[src/rtl/adccc_pkg.sv]
/*
 * Package for the converter control block: register offset, field positions,
 * start-source codes, reset value and conversion timing.
 * Assumes a single 25 MHz system clock shared by all users.
 */
package adccc_pkg;

    // Register placement in the special-function space
    localparam logic [7:0] CTRL_ADDR       = 8'hE8;
    localparam logic [7:0] CTRL_RESET      = 8'h00;

    // Field positions
    localparam int         ENABLE_BIT      = 7;
    localparam int         TRACK_BIT       = 6;
    localparam int         DONE_BIT        = 5;
    localparam int         BUSY_BIT        = 4;
    localparam int         SRC_HI          = 3;
    localparam int         SRC_LO          = 2;

    // Start-source codes
    typedef enum logic [1:0] {
        ADCCC_SRC_WRITE = 2'b00,
        ADCCC_SRC_TIMER = 2'b01,
        ADCCC_SRC_PIN   = 2'b10,
        ADCCC_SRC_SPARE = 2'b11
    } adccc_src_t;

    // Conversion length in system clocks (plain default)
    localparam int         CONV_CYCLES     = 16;

endpackage : adccc_pkg

[src/rtl/adccc_ctrl.sv]
/*
 * Converter control and status register with start-source selection,
 * busy tracking and a sticky conversion-complete flag.
 * Assumes a byte-wide register port from the core, a timer overflow pulse on
 * the same clock, and an asynchronous external start pin.
 * The analog core, calibration and result data are outside this block.
 */
//
// Contract
// Enable low holds converter off, no conversions
// Enable high lets converter accept starts
// Track mode 0: track unless converting
// Track mode 1: tracking set by start source
// Done flag shows a finished conversion
// Done flag set on busy falling edge
// Only software clears done flag
// Busy reads 1 while converting
// Busy write 1 starts only with code 00
// Source field bits 3-2; 00 is write
// Code 01 starts on timer overflow
// Code 10 starts on pin rising edge
// Code 11 and tracking are parameters
`timescale 1ns/1ps

module adccc_ctrl
    import adccc_pkg::*;
#(
    parameter int         CONV_LEN    = CONV_CYCLES,
    parameter logic       SPARE_START = 1'b0,
    parameter logic [3:0] TRACK_MAP   = 4'h0
)
(
    input  wire logic       clk,
    input  wire logic       rst,
    input  wire logic [7:0] reg_addr,
    input  wire logic       reg_wr,
    input  wire logic [7:0] reg_wdata,
    output logic      [7:0] reg_rdata,
    input  wire logic       timer3_overflow,
    input  wire logic       external_start_pin,
    output logic            converter_powered,
    output logic            converter_tracking,
    output logic            convert_strobe
);

    // Counter wide enough to hold CONV_LEN - 1
    localparam int CW = $clog2(CONV_LEN + 1);

    // Sequencer states; busy is simply the CONV state
    typedef enum logic [0:0] {
        ADCCC_IDLE = 1'b0,
        ADCCC_CONV = 1'b1
    } adccc_state_t;

    // Software fields and sequencer state
    logic         converter_enable_reg;
    logic         track_mode_select_reg;
    logic         conversion_done_flag_reg;
    logic [1:0]   start_source_select_reg;
    adccc_state_t state_reg;
    logic [CW-1:0] count_reg;
    logic [2:0]   pin_sync_reg;
    logic         pin_level_reg;
    logic         busy_prev_reg;

    // Decode nets
    logic         ctrl_wr;
    logic         pin_rise;
    logic         spare_trig;
    logic         start_req;
    logic         conversion_busy;
    logic         busy_fall;

    // Full address decode; other offsets are left alone
    assign ctrl_wr         = reg_wr && (reg_addr == CTRL_ADDR);
    assign conversion_busy = (state_reg == ADCCC_CONV);

    // Pin: three stages, change accepted once the last two agree
    always_ff @(posedge clk)
    begin
        if (rst)
        begin
            pin_sync_reg  <= 3'h0;
            pin_level_reg <= 1'b0;
        end
        else
        begin
            pin_sync_reg <= {pin_sync_reg[1:0], external_start_pin};
            // Level follows only when the last two stages agree
            if (pin_sync_reg[2] == pin_sync_reg[1])
            begin
                pin_level_reg <= pin_sync_reg[2];
            end
        end
    end

    // Rise only on an agreed change, so a one-clock glitch never starts
    assign pin_rise   = (pin_sync_reg[2] == pin_sync_reg[1]) &&
                        pin_sync_reg[2] && !pin_level_reg;
    // Code 11 stays inert by default until its meaning is settled
    assign spare_trig = SPARE_START && ctrl_wr && reg_wdata[BUSY_BIT];

    // Start decode per source; busy write 0 never starts anything
    always_comb
    begin
        case (adccc_src_t'(start_source_select_reg))
            ADCCC_SRC_WRITE: start_req = ctrl_wr && reg_wdata[BUSY_BIT];
            ADCCC_SRC_TIMER: start_req = timer3_overflow;
            ADCCC_SRC_PIN:   start_req = pin_rise;
            ADCCC_SRC_SPARE: start_req = spare_trig;
            default:         start_req = 1'b0;
        endcase
    end

    // Control fields written by software
    always_ff @(posedge clk)
    begin
        if (rst)
        begin
            converter_enable_reg    <= CTRL_RESET[ENABLE_BIT];
            track_mode_select_reg   <= CTRL_RESET[TRACK_BIT];
            start_source_select_reg <= CTRL_RESET[SRC_HI:SRC_LO];
        end
        else if (ctrl_wr)
        begin
            converter_enable_reg    <= reg_wdata[ENABLE_BIT];
            track_mode_select_reg   <= reg_wdata[TRACK_BIT];
            start_source_select_reg <= reg_wdata[SRC_HI:SRC_LO];
        end
    end

    // Conversion sequencer; disabling aborts a running conversion
    always_ff @(posedge clk)
    begin
        if (rst)
        begin
            state_reg <= ADCCC_IDLE;
            count_reg <= '0;
        end
        else
        begin
            case (state_reg)
                ADCCC_IDLE:
                begin
                    // Starts while disabled or busy are dropped, not queued
                    if (converter_enable_reg && start_req)
                    begin
                        state_reg <= ADCCC_CONV;
                        count_reg <= CW'(CONV_LEN - 1);
                    end
                end
                ADCCC_CONV:
                begin
                    if (!converter_enable_reg)
                    begin
                        state_reg <= ADCCC_IDLE;
                    end
                    else if (count_reg == '0)
                    begin
                        state_reg <= ADCCC_IDLE;
                    end
                    else
                    begin
                        count_reg <= count_reg - 1'b1;
                    end
                end
                default: state_reg <= ADCCC_IDLE;
            endcase
        end
    end

    // Previous busy, for the falling-edge detector of the done flag
    // Reset matches idle, so no false fall follows reset
    always_ff @(posedge clk)
    begin
        if (rst)
            busy_prev_reg <= 1'b0;
        else
            busy_prev_reg <= conversion_busy;
    end

    // An abort on disable is a fall too, so done still sets
    assign busy_fall = busy_prev_reg && !conversion_busy;

    // Sticky done flag: a set in the same cycle as a clear wins
    // Writing 1 to the done bit keeps it; only hardware sets it
    always_ff @(posedge clk)
    begin
        if (rst)
            conversion_done_flag_reg <= CTRL_RESET[DONE_BIT];
        else if (busy_fall)
            conversion_done_flag_reg <= 1'b1;
        else if (ctrl_wr && !reg_wdata[DONE_BIT])
            conversion_done_flag_reg <= 1'b0;
    end

    // Registered outputs
    // Read data lags the fields by one clock; reads have no side effects
    always_ff @(posedge clk)
    begin
        if (rst)
        begin
            reg_rdata          <= CTRL_RESET;
            converter_powered  <= 1'b0;
            converter_tracking <= 1'b0;
            convert_strobe     <= 1'b0;
        end
        else
        begin
            reg_rdata <= {converter_enable_reg, track_mode_select_reg,
                          conversion_done_flag_reg, conversion_busy,
                          start_source_select_reg, 2'b00};
            converter_powered <= converter_enable_reg;
            // Tracking pauses for the whole conversion
            if (!track_mode_select_reg)
                converter_tracking <= converter_enable_reg && !conversion_busy;
            else
                converter_tracking <= converter_enable_reg && !conversion_busy &&
                                      TRACK_MAP[start_source_select_reg];
            // One-clock pulse for each accepted start
            convert_strobe <= converter_enable_reg && start_req &&
                              (state_reg == ADCCC_IDLE);
        end
    end

endmodule : adccc_ctrl

[config.mk]
export PLATFORM = sky130hd
export DESIGN_NAME = adccc_ctrl
export DESIGN_NICKNAME = d
export VERILOG_FILES = /design/src/rtl/adccc_pkg.sv /design/src/rtl/adccc_ctrl.sv
export SDC_FILE = /design/constraint.sdc
export NUM_CORES = 1
export LEC_CHECK = 0
export BUFFER_PORTS_ARGS = -buffer_cell sky130_fd_sc_hd__buf_2
export CORE_UTILIZATION = 45
export DETAILED_ROUTE_END_ITERATION = 7
export GPL_TIMING_DRIVEN = 0
export PLACE_DENSITY = 0.73
export SYNTH_ARGS = -nofsm -noshare
export SYNTH_HDL_FRONTEND = slang
export SYNTH_SLANG_ARGS = --single-unit
[constraint.sdc]
create_clock -name clk -period 2.33 [get_ports clk]
set_input_delay 0.233 -clock clk [delete_from_list [all_inputs] [get_ports clk]]
set_output_delay 0.233 -clock clk [all_outputs]
set_load 0.03 [all_outputs]
# Word-level counts from Yosys, hierarchy flattened
# Index checks and enable logic that the tools add are counted.
dict set report classes {
  n_addsub 1
  multipliers 0
  div 0
  order_cmp 1
  eq_ne 8
  shift 0
  mux 14
  bitwise_logic 1
  reduce_logical 17
}
# cell n
set ops {}
lappend ops {{$mux W5} 3}
lappend ops {{$logic_and A1 B1 Y1} 10}
lappend ops {{$pmux W5 S2} 1}
lappend ops {{$eq A8 B8 Y1 const B} 1}
lappend ops {{$mux W1} 7}
lappend ops {{$ne A2 B2 Y1 const B} 3}
lappend ops {{$logic_not A5 Y1} 1}
lappend ops {{$sub A5 B1 Y5 const B} 1}
lappend ops {{$eq A2 B2 Y1 const B} 2}
lappend ops {{$pmux W1 S4} 1}
lappend ops {{$logic_not A1 Y1} 3}
lappend ops {{$lt A2 B3 Y1 const B} 1}
lappend ops {{$reduce_and A3 Y1} 1}
lappend ops {{$bmux W1 S2} 1}
lappend ops {{$eq A2 B1 Y1 const B} 1}
lappend ops {{$logic_not A2 Y1} 1}
lappend ops {{$pmux W1 S2} 1}
lappend ops {{$reduce_bool A2 Y1} 1}
lappend ops {{$eq A1 B1 Y1} 1}
lappend ops {{$not A1 Y1} 1}
dict set report totals {
  register_bits 27
  latchBits 0
  ramBits 0
  romBits 0
  inputBits 21
  output_inout_bits 11
  wordCells 56
  n_memories 0
}

# Logic depth before layout (Yosys ltp)
# Gate-level depths: netlist of run 1.
dict set report logic_depth {
  word_depth 7
  depth_mapped 6
  depth_no_buf 6
}

# Worst setup path before layout of run 1
# No wires, ideal clock.
dict set report synth_timing {
  path_kind {register -> register}
  start {register count_reg[0]}
  end {register count_reg[1]}
  setup_time_ps 121
  t_arrival_ps 1688
  required_ps 2209
  path_slack_ps 521
  path_stages_with_launch 7
  path_buffers 0
  synth_period_minus_slack_ps 1809
  path_cell_list {dfxtp_1 inv_1 ha_1 nor4b_1 o21ai_0 o22ai_2 mux2_4}
}
dict set report synth_between {
  elab_chain_len 4
  elab_cells_between_ends 7
  cone_classes {add/sub: 1; eq/ne: 1; mux: 3; reduce/logical: 2}
}
# element line_no
set synth_rtl {}
lappend synth_rtl {{start, declared} adccc_ctrl.sv:61} ;# logic [CW-1:0] count_reg;
lappend synth_rtl {{start signal, assigned} adccc_ctrl.sv:149} ;# count_reg <= CW'(CONV_LEN - 1);
lappend synth_rtl {{start signal, assigned} adccc_ctrl.sv:164} ;# count_reg <= count_reg - 1'b1;
lappend synth_rtl {{$sub A5 B1 Y5} adccc_ctrl.sv:164}
lappend synth_rtl {{$mux W5} adccc_ctrl.sv:158} ;# else if (count_reg == '0)
lappend synth_rtl {{$mux W5} adccc_ctrl.sv:154} ;# if (!converter_enable_reg)
lappend synth_rtl {{$pmux W5 S2} adccc_ctrl.sv:142} ;# case (state_reg)
# Parallel ways exist; a longest one is shown, timed or not. The select of a mux whose other input is x is not followed.
# A chain may end at the register's enable or synchronous reset.

# Final worst setup path of run 1
# Ends and elaborated chain as after synthesis.

==> results of run 1 <==
per-layer routing:
layer  vias to the layer above  routed length [µm]  share of wire
met1                       330                 788           0.44
met2                        13                 958           0.54
met4                         0                   8         0.0045
li1                        368                   -              -
met3                         2                  34          0.019
met5                         -                   0              0
worst max path at each step:
stage	startpoint	end	slack [ns]
floorplan	count_reg[0]	count_reg[1]	0.52
global placement	count_reg[0]	count_reg[1]	0.34
detailed placement	count_reg[0]	count_reg[1]	0.26
CTS	count_reg[0]	count_reg[1]	0.20
global route	count_reg[0]	count_reg[1]	0.04
finish	count_reg[0]	count_reg[1]	0.16
layout by cell type, fill, tap and decap left out:
| cell | synthesis | routed |
|---|---|---|
| sky130_fd_sc_hd__mux2i_1 | 5 | 5 |
| sky130_fd_sc_hd__o21ai_0 | 1 | 1 |
| sky130_fd_sc_hd__mux2_4 | 1 | 1 |
| sky130_fd_sc_hd__nor3_1 | 2 | 2 |
| sky130_fd_sc_hd__a211oi_1 | 1 | 1 |
| sky130_fd_sc_hd__ha_1 | 2 | 2 |
| sky130_fd_sc_hd__nor3_2 | 1 | 1 |
| sky130_fd_sc_hd__clkbuf_1 | 2 | 2 |
| sky130_fd_sc_hd__buf_4 | 4 | 4 |
| sky130_fd_sc_hd__nor2b_1 | 9 | 9 |
| sky130_fd_sc_hd__nor4_4 | 1 | 1 |
| sky130_fd_sc_hd__inv_1 | 4 | 4 |
| sky130_fd_sc_hd__a2111oi_4 | 1 | 1 |
| sky130_fd_sc_hd__a21oi_1 | 4 | 4 |
| sky130_fd_sc_hd__clkbuf_4 | 0 | 3 |
| sky130_fd_sc_hd__xnor2_1 | 2 | 2 |
| sky130_fd_sc_hd__nand2b_1 | 1 | 1 |
| sky130_fd_sc_hd__nor4b_1 | 1 | 1 |
| sky130_fd_sc_hd__and4b_1 | 1 | 1 |
| sky130_fd_sc_hd__or3b_4 | 1 | 1 |
| sky130_fd_sc_hd__nor3b_1 | 1 | 1 |
| sky130_fd_sc_hd__o41ai_1 | 1 | 1 |
| sky130_fd_sc_hd__clkinvlp_4 | 0 | 1 |
| sky130_fd_sc_hd__dfxtp_1 | 23 | 23 |
| sky130_fd_sc_hd__o22ai_2 | 1 | 1 |
| sky130_fd_sc_hd__nand2_1 | 2 | 2 |
| sky130_fd_sc_hd__nor4_1 | 1 | 1 |
| sky130_fd_sc_hd__o31ai_1 | 1 | 1 |
| sky130_fd_sc_hd__nor2_1 | 12 | 12 |
| sky130_fd_sc_hd__or3_1 | 2 | 2 |
| sky130_fd_sc_hd__conb_1 | 1 | 2 |
| sky130_fd_sc_hd__nand4b_1 | 1 | 1 |
| sky130_fd_sc_hd__nand3_1 | 1 | 1 |
| sky130_fd_sc_hd__buf_2 | 0 | 27 |
worst reg2reg max path, stage by stage (launching register included):
cell and delay (ns):
sky130_fd_sc_hd__dfxtp_1 0.34, sky130_fd_sc_hd__inv_1 0.10, sky130_fd_sc_hd__ha_1 0.20, sky130_fd_sc_hd__nor4b_1 0.66, sky130_fd_sc_hd__o21ai_0 0.20, sky130_fd_sc_hd__o22ai_2 0.24, sky130_fd_sc_hd__mux2_4 0.32
cell type report:
type,instances,share of cell area
buffer,6,0.0329
timing repair buffer,27,0.118
multi-input combinational,59,0.377
tap,27,0.0296
sequential,23,0.403
clock inverter,1,0.00657
inverter,4,0.0131
clock buffer,3,0.0197
kinds of logic (layout without fill, tap and decap cells):
kind of cell	count (synthesis)	in the layout	share of synthesized area
DFF	23	23	0.490
AOI/OAI and AO/OA	10	10	0.0945
buffers and inverters	10	41	0.0559
other	1	2	0.00399
muxes	6	6	0.0692
adders and majority gates	2	2	0.0266
and+or+nand+nor	37	37	0.241
xor gates and xnor gates	2	2	0.0186
power groups by stage:
stage | registers, µW | clock network [µW] | logic (µW)
finish | 397 | 184 | 39.0
global route | 397 | 202 | 43.3
CTS | 397 | 186 | 39.2
detailed placement | 405 | 0 | 38.9
global placement | 405 | 0 | 37.9
floorplan | 405 | 0 | 20.0
per-stage QoR:
stage / setup WS (ns) / power (µW) / std cells / util
floorplan: 0.521 / 425 / 92 / -
global placement: 0.340 / 443 / 146 / 0.567
detailed placement: 0.256 / 444 / 146 / 0.567
CTS: 0.198 / 622 / 150 / 0.582
global route: 0.0382 / 643 / 150 / 0.582
finish: 0.165 / 619 / 150 / 0.582
==> results.md, run 1 <==
* finished clean — run status
* 1.79 mm — total routed wirelength
* 0.640 — part of the total power dissipated in sequential elements
* 91 — synthesized netlist cell count
* 0.462 GHz — Fmax
* external_start_pin — startpoint of the lowest-slack hold path
* 0.463 — max_slew headroom
* met2 — peak-usage layer in the global routing report
* 0 — Antenna Nets Post-Route
* 5 — worst-path fanout max
* 479 µW — cell internal power dissipation
* 0.31 ns — Worst-Skew Late Latency
* 31 — number of distinct library cell variants in the gate-level netlist after synthesis
* sky130_fd_sc_hd__nor4b_1 — master of the slowest instance on the critical path
* 15 — pin count of the biggest net entering global routing
* reg2reg — Setup Crit Path Kind
* 140 µW — sw power
* 6 — max FFs per register
* 0 — setup violation total in the final timing report
* 713 — total via count after detailed routing
* 0 — antenna violations before repair
* simple AND/OR/NAND/NOR gates — family with the most delay on the worst path
* 542 nW/µm² — total power per unit cell area
* 4.75 — vias per cell
* sky130_fd_sc_hd__dfxtp_1 — largest area contributor in the netlist
* 12 — number of DRC violations after detailed-routing iteration 0
* 2.71 mm — first-pass GRT wire length
* 0.173 — GRT Total Usage
* sky130_fd_sc_hd__dfxtp_1 — most used standard cell by instance count after synthesis
* 1140 µm² — design area
* 6 — Worst path depth
* 0.208 — met1 track demand over resource in global routing
* 47.7 µm — chip width
* 0.929 — ratio of final minimum period to clock period
* 620 — vias in the first global route
* yes — clock tree from TritonCTS
* 0 — share of flip-flops with an asynchronous set or reset after synthesis
* 0.794 ns — Worst-Margin Slew
* sky130_fd_sc_hd__dfxtp_1, sky130_fd_sc_hd__nor2_1, sky130_fd_sc_hd__nor2b_1, sky130_fd_sc_hd__mux2i_1 — most instantiated cells after synthesis
* 147 — Net count, final
* pin_sync_reg[0] — end point of the most critical hold path
* 0.297 — fraction of power consumed by the clock network
* 0.490 — proportion of netlist area held by the largest area contributor
* 0.000500 µW — Leak
* 0 — final hold viol count
* sky130_fd_sc_hd__clkbuf_4 — CTS root buf
* 47.7 µm — Chip Height
* 0.0170 ns — clock skew after layout
* 2 — maximum number of buffers from clock root to sink
* count_reg[1] — endpoint of the worst register-to-register path
* 0.479 — initial cell density of the core
* no — setup repair after global routing missed its margin
* 2270 µm² — overall die area
* 0.16 ns — Register-to-Register Setup Slack
* flop — Startpoint Class
* inv_1 -> ha_1 -> nor4b_1 -> o21ai_0 -> o22ai_2 -> mux2_4 — cells along the critical path
* 0 — DRC violations left
* 27 — buffers added on ports
* 940 µm² — netlist area before placement
* 0 — final global-route overflow total
* 460 µm² — sequential cell area
* 1.36 mm — HPWL after detailed placement
* 3 — TritonCTS buffer count
* 23 — Clock Sinks
* 0 — number of synthesized flops with an enable pin
* 11.9 µm — mean routed wirelength per cell
* 1960 µm² — Core Area
* 0.860 — weighted congestion at the end of routability-driven global placement
* 0 — max-slew violation count
* 2.37 ns — data arrival time of the critical path
* 0 — Post-CTS Hold Buffers
* 0.136 ns — hold slack
* 0 — count of yosys warnings during synthesis
* 430 µm² — area occupied by multi-input gates
* 0.063 — share of power burned in combinational logic
* 16 — Std-Cell Rows
* 0.66 ns — longest individual stage delay on the worst path
* 1 — number of buffer and inverter instances along the worst setup path
* 2 — Min-Delay Path Depth
* 0 — number of cells upsized or downsized after cts
* 1110 µm² — instance area at placement
* 0.227 — switching power share of the total
* sky130_fd_sc_hd__dfxtp_1 — prevailing post-synth register cell
* sky130_fd_sc_hd__dfxtp_1, sky130_fd_sc_hd__nor2b_1, sky130_fd_sc_hd__mux2i_1 — top cells by area in the synthesized netlist
* 0 — Post-CTS Setup Inserts
* in2reg — min-delay worst type
* 6 — cell depth of the worst flop-to-flop path
* 1 — number of levels in the clock H-tree
* 32 — count of pins on the block boundary
* 0.000352 V — IR Drop Worst-Case VDD
* 0.490 — Seq/Total Area, Yosys
* 0 — Max Cap Viol
* 4 — first drt pass iteration count
* 0.311 — GR Util met2
* 0 ns — Setup Total Neg Slack
* 0 — number of antenna diodes
* 0.13 ns — Clk pin slew, worst setup/hold paths
* 2.17 ns — Min Clock Period, post-route
* 21.6% — Area Growth Syn to Fin
* count_reg[0] — Reg-to-Reg Start
* 10.3 µm² — post-synthesis average cell area
* flop — critical path endpoint category
* 2.53 ns — required time at the endpoint of the critical path
* 0.333 — share of layout cells above drive strength 1
* 0.0226 — met3 track demand over resource
* 23 — flip-flop and latch count after synthesis
* 184 — Layout fillers
Note: power is estimated with default switching activity, not from simulation.
==> run 2, diff against run 1 <==
--- a/config.mk
+++ b/config.mk
@@ -10,6 +10,7 @@
 export DETAILED_ROUTE_END_ITERATION = 7
 export GPL_TIMING_DRIVEN = 0
 export PLACE_DENSITY = 0.73
+export RECOVER_POWER = 25
 export SYNTH_ARGS = -nofsm -noshare
 export SYNTH_HDL_FRONTEND = slang
 export SYNTH_SLANG_ARGS = --single-unit
==> results.md, run 2 (same netlist as run 1, synthesis figures left out) <==
* finished clean — run status
* 0 — final hold viol count, unchanged
* 0.000352 V — IR Drop Worst-Case VDD, about the same
* 11.9 µm — mean routed wirelength per cell, about the same
* 2.37 ns — data arrival time of the critical path, about the same
* 3 — TritonCTS buffer count, unchanged
* 2.53 ns — required time at the endpoint of the critical path, about the same
* 0 — antenna violations before repair, unchanged
* 0.31 ns — Worst-Skew Late Latency, about the same
* 0.462 GHz — Fmax, about the same
* 2 — maximum number of buffers from clock root to sink, unchanged
* 0 — Post-CTS Hold Buffers, unchanged
* 542 nW/µm² — total power per unit cell area, about the same
* 0 — Antenna Nets Post-Route, unchanged
* 47.7 µm — chip width, unchanged
* 4 — first drt pass iteration count, unchanged
* 460 µm² — sequential cell area, unchanged
* 0 — Post-CTS Setup Inserts, unchanged
* flop — Startpoint Class
* 147 — Net count, final, unchanged
* 15 — pin count of the biggest net entering global routing, unchanged
* 0 — number of antenna diodes, unchanged
* 0 — DRC violations left, unchanged
* 12 — number of DRC violations after detailed-routing iteration 0, unchanged
* sky130_fd_sc_hd__buf_2, sky130_fd_sc_hd__dfxtp_1, sky130_fd_sc_hd__nor2_1 — most frequent cells in the layout
* in2reg — min-delay worst type
* 1 — number of levels in the clock H-tree, unchanged
* 0.929 — ratio of final minimum period to clock period, about the same
* 0.794 ns — Worst-Margin Slew, unchanged
* 1960 µm² — Core Area, unchanged
* 21.4% — Area Growth Syn to Fin
* 2.17 ns — Min Clock Period, post-route, +0.000154 ns
* 2270 µm² — overall die area, unchanged
* 5 — worst-path fanout max, unchanged
* 0.173 — GRT Total Usage, unchanged
* 0.860 — weighted congestion at the end of routability-driven global placement, unchanged
* no — setup repair after global routing missed its margin
* 0.000497 µW — Leak, -0.55%
* 1140 µm² — design area, -0.11%
* 0.479 — initial cell density of the core, unchanged
* 0 — Max Cap Viol, unchanged
* 0 — max-slew violation count, unchanged
* sky130_fd_sc_hd__clkbuf_4 — CTS root buf
* 0.0171 ns — clock skew after layout, +0.000116 ns
* 0 — number of cells upsized or downsized after cts, unchanged
* 27 — buffers added on ports, unchanged
* 430 µm² — area occupied by multi-input gates, unchanged
* 0 — setup violation total in the final timing report, unchanged
* flop — critical path endpoint category
* 0.13 ns — Clk pin slew, worst setup/hold paths, about the same
* reg2reg — Setup Crit Path Kind
* 1.79 mm — total routed wirelength, about the same
* 47.7 µm — Chip Height, unchanged
* 0 ns — Setup Total Neg Slack, unchanged
* 714 — total via count after detailed routing, +0.14%
* 6 — max FFs per register, unchanged
* 0.463 — max_slew headroom, unchanged
* 4.76 — vias per cell, +0.14%
* 1.36 mm — HPWL after detailed placement, unchanged
* 23 — Clock Sinks, unchanged
* 2.71 mm — first-pass GRT wire length, unchanged
* 0 — final global-route overflow total, unchanged
* 16 — Std-Cell Rows, unchanged
* 0.325 — share of layout cells above drive strength 1, -0.00813
* sky130_fd_sc_hd__buf_2 — commonest non-fill, non-tap cell in the layout
* 1110 µm² — instance area at placement, unchanged
* 185 — Layout fillers, +0.54%
* 32 — count of pins on the block boundary, unchanged
* 620 — vias in the first global route, unchanged
* yes — clock tree from TritonCTS
run 2: changes by cell type in the layout (fill, tap and decap cells not counted):
cell	previous run	this run
sky130_fd_sc_hd__buf_2	27	26
sky130_fd_sc_hd__clkbuf_1	2	3
run 2: worst max-delay path: stages, from the launching register on:
cell and delay (ns):
sky130_fd_sc_hd__dfxtp_1 0.34, sky130_fd_sc_hd__inv_1 0.10, sky130_fd_sc_hd__ha_1 0.20, sky130_fd_sc_hd__nor4b_1 0.66, sky130_fd_sc_hd__o21ai_0 0.20, sky130_fd_sc_hd__o22ai_2 0.24
sky130_fd_sc_hd__mux2_4 0.32
run 2: per-stage QoR:
| stage | total power (µW) | std cells | hold WS (ns) | utilization | worst slack, ns |
|---|---|---|---|---|---|
| after detailed placement | 444 | 146 | 0.429 | 0.567 | 0.256 |
| after floorplan | 425 | 92 | 0.305 | - | 0.521 |
| after global placement | 443 | 146 | 0.418 | 0.567 | 0.340 |
| after CTS | 622 | 150 | 0.130 | 0.582 | 0.198 |
| after global routing | 643 | 150 | 0.159 | 0.582 | 0.0382 |
| final | 619 | 150 | 0.136 | 0.582 | 0.164 |
run 2: worst paths after layout:
check / depth (start not counted) / slack (ns) / start / endpoint
worst max-delay path: 6 / 0.16 / count_reg[0] / count_reg[1]
worst min-delay path: 2 / 0.14 / external_start_pin / pin_sync_reg[0]
worst max register to register: 6 / 0.16 / count_reg[0] / count_reg[1]
worst min register to register: 1 / 0.45 / pin_sync_reg[0] / pin_sync_reg[1]
run 2: where the power goes:
group | switching (µW) | internal (µW)
combinational | 21.1 | 17.6
clock | 118 | 65.4
sequential | 0.945 | 396
run 2: cell type report:
type / instances / area share
timing repair buffer: 27 / 0.117
tap: 27 / 0.0296
clock buffer: 3 / 0.0197
sequential: 23 / 0.404
clock inverter: 1 / 0.00658
inverter: 4 / 0.0132
buffer: 6 / 0.0329
multi-input combinational: 59 / 0.377
run 2: routing by layer:
layer	GRT usage	share of wire
met5	0	0
met4	0.0667	0.0045
met3	0.0226	0.019
met2	0.311	0.54
met1	0.208	0.44
==> run 3, diff against run 2 <==
--- a/config.mk
+++ b/config.mk
@@ -7,6 +7,7 @@
 export LEC_CHECK = 0
 export BUFFER_PORTS_ARGS = -buffer_cell sky130_fd_sc_hd__buf_2
 export CORE_UTILIZATION = 45
+export CTS_BUF_LIST = sky130_fd_sc_hd__clkbuf_4
 export DETAILED_ROUTE_END_ITERATION = 7
 export GPL_TIMING_DRIVEN = 0
 export PLACE_DENSITY = 0.73
==> constraint.sdc (replaced) <==
create_clock -name clk -period 2.05 [get_ports clk]
set_input_delay 0.205 -clock clk [delete_from_list [all_inputs] [get_ports clk]]
set_output_delay 0.205 -clock clk [all_outputs]
set_load 0.03 [all_outputs]
==> results.md, run 3 (same netlist as run 1, synthesis figures left out) <==
* 0.653 — max_slew headroom, +0.190
* reg2reg — Setup Crit Path Kind
* 2.73 mm — first-pass GRT wire length, +0.52%
* 0 — number of antenna diodes, unchanged
* 1 — number of buffer and inverter instances along the worst setup path, unchanged
* 0.31 ns — Worst-Skew Late Latency, about the same
* 6 — max FFs per register, unchanged
* 0.13 ns — Clk pin slew, worst setup/hold paths, about the same
* 1.78 mm — total routed wirelength, -0.50%
* 0.905 — ratio of final minimum period to clock period, -0.0244
* 15 — number of DRC violations after detailed-routing iteration 0, +3
* 0.860 — weighted congestion at the end of routability-driven global placement, unchanged
* 0.333 — share of layout cells above drive strength 1, +0.00813
* 1.86 ns — Min Clock Period, post-route, -0.310 ns
* 6 — cell depth of the worst flop-to-flop path, unchanged
* no — setup repair after global routing missed its margin
* 185 — Layout fillers, unchanged
* 2 — Min-Delay Path Depth, unchanged
* 0 — antenna violations before repair, unchanged
* 0.111 ns — hold slack, -0.0252 ns
* 146 — dpl cells, unchanged
* 2.05 ns — data arrival time of the critical path, -0.32 ns
* 2270 µm² — overall die area, unchanged
* 1 — number of levels in the clock H-tree, unchanged
* 0.539 GHz — Fmax, +17%
* 0.644 — part of the total power dissipated in sequential elements, +0.003
* 0.0154 ns — clock skew after layout, -0.00166 ns
* sky130_fd_sc_hd__buf_2 — commonest non-fill, non-tap cell in the layout
* 47.7 µm — chip width, unchanged
* 0.516 ns — Worst-Margin Slew, -0.278 ns
* 610 nW/µm² — total power per unit cell area, +13%
* 0 — max-slew violation count, unchanged
* 150 — fin cells, unchanged
* 22.1% — Area Growth Syn to Fin
* 0.174 — GRT Total Usage, +0.000776
* 0.000398 V — IR Drop Worst-Case VDD, +13%
* 5 — worst-path fanout max, unchanged
* 147 — Net count, final, unchanged
* 15 — pin count of the biggest net entering global routing, unchanged
* flop — critical path endpoint category
* 460 µm² — sequential cell area, unchanged
* 11.9 µm — mean routed wirelength per cell, -0.50%
* 2 — maximum number of buffers from clock root to sink, unchanged
* 6 — Worst path depth, unchanged
* sky130_fd_sc_hd__buf_2, sky130_fd_sc_hd__dfxtp_1, sky130_fd_sc_hd__nor2_1 — most frequent cells in the layout
* 32 — count of pins on the block boundary, unchanged
* in2reg — min-delay worst type
* finished clean — run status
* 27 — buffers added on ports, unchanged
* 4 — first drt pass iteration count, unchanged
* 0 — Post-CTS Setup Inserts, unchanged
* 0 — Max Cap Viol, unchanged
* sky130_fd_sc_hd__nor4b_2 — master of the slowest instance on the critical path
* flop — Startpoint Class
* simple AND/OR/NAND/NOR gates — family with the most delay on the worst path
* 2.25 ns — required time at the endpoint of the critical path, -0.28 ns
* 0.41 ns — longest individual stage delay on the worst path, -0.25 ns
* 0 — DRC violations left, unchanged
* 47.7 µm — Chip Height, unchanged
* 0.063 — share of power burned in combinational logic, about the same
* 0.000500 µW — Leak, +0.60%
* 544 µW — cell internal power dissipation, +14%
* sky130_fd_sc_hd__clkbuf_4 — CTS root buf
* 0 — Antenna Nets Post-Route, unchanged
* 23 — Clock Sinks, unchanged
* 1.36 mm — HPWL after detailed placement, unchanged
* 0 — setup violation total in the final timing report, unchanged
* 0.479 — initial cell density of the core, unchanged
* 437 µm² — area occupied by multi-input gates, +1.5%
* 1960 µm² — Core Area, unchanged
* 0 — final global-route overflow total, unchanged
* 4.76 — vias per cell, unchanged
* 0.223 — switching power share of the total, -0.00336
* inv_1 -> ha_1 -> nor4b_2 -> o21ai_0 -> o22ai_2 -> mux2_4 — cells along the critical path
* 714 — total via count after detailed routing, unchanged
* yes — clock tree from TritonCTS
* 0.293 — fraction of power consumed by the clock network, -0.004
* 16 — Std-Cell Rows, unchanged
* 3 — TritonCTS buffer count, unchanged
* 156 µW — sw power, +11%
* 622 — vias in the first global route, +0.32%
* 0 — final hold viol count, unchanged
[run 3: cell types whose count changed in the layout (fill, tap and decap cells not counted)]
cell / previous run / this run
sky130_fd_sc_hd__nor4b_1: 1 / 0
sky130_fd_sc_hd__nor4b_2: 0 / 1
[run 3: timing repair]
action                                  4_1_cts  5_1_grt
resized for setup                             1        0
hold buffers                                  0        0
endpoints found under the setup margin        1        0
[run 3: layout make-up]
type                            count  share of cell area
Timing Repair Buffer               27               0.117
Clock buffer                        3              0.0196
Clock inverter                      1             0.00654
Inverter                            4              0.0131
Buffer                              6              0.0327
Tap cell                           27              0.0294
Sequential cell                    23               0.401
Multi-Input combinational cell     59               0.381
[run 3: per-stage QoR]
stage	TNS (ns)	utilization	setup slack (ns)	cell area, µm²	total power, µW
floorplan	0	-	0.241	943	483
global placement	0	0.567	0.0597	1110	504
detailed placement	-0.0240	0.567	-0.0240	1110	505
CTS	0	0.585	0.201	1150	706
global route	0	0.585	0.0685	1150	730
finish	0	0.585	0.195	1150	700
[run 3: power groups by stage]
stage          clock network (µW)  logic (µW)  registers (µW)
2_1_floorplan                   0        22.7             461
4_1_cts                       211        44.6             451
5_1_grt                       230        48.9             452
3_5_place_dp                    0        44.2             461
6_report                      206        44.0             451
3_3_place_gp                    0        43.1             461
[run 3: path summary, 6_finish.rpt]
kind / start / slack, ns / end
min: external_start_pin / 0.11 / pin_sync_reg[0]
max: count_reg[0] / 0.19 / count_reg[1]
min reg2reg: pin_sync_reg[0] / 0.45 / pin_sync_reg[1]
max reg2reg: count_reg[0] / 0.19 / count_reg[1]
[run 3: layer usage]
metal  global-route usage  vias to the layer above  part of all wire  wire length (µm)
met3               0.0226                        0             0.025                44
li1                     -                      370                 -                 -
met5                    0                        -                 0                 0
met4               0.0667                        0                 0                 0
met1                0.210                      327              0.43               772
met2                0.311                       17              0.54               962
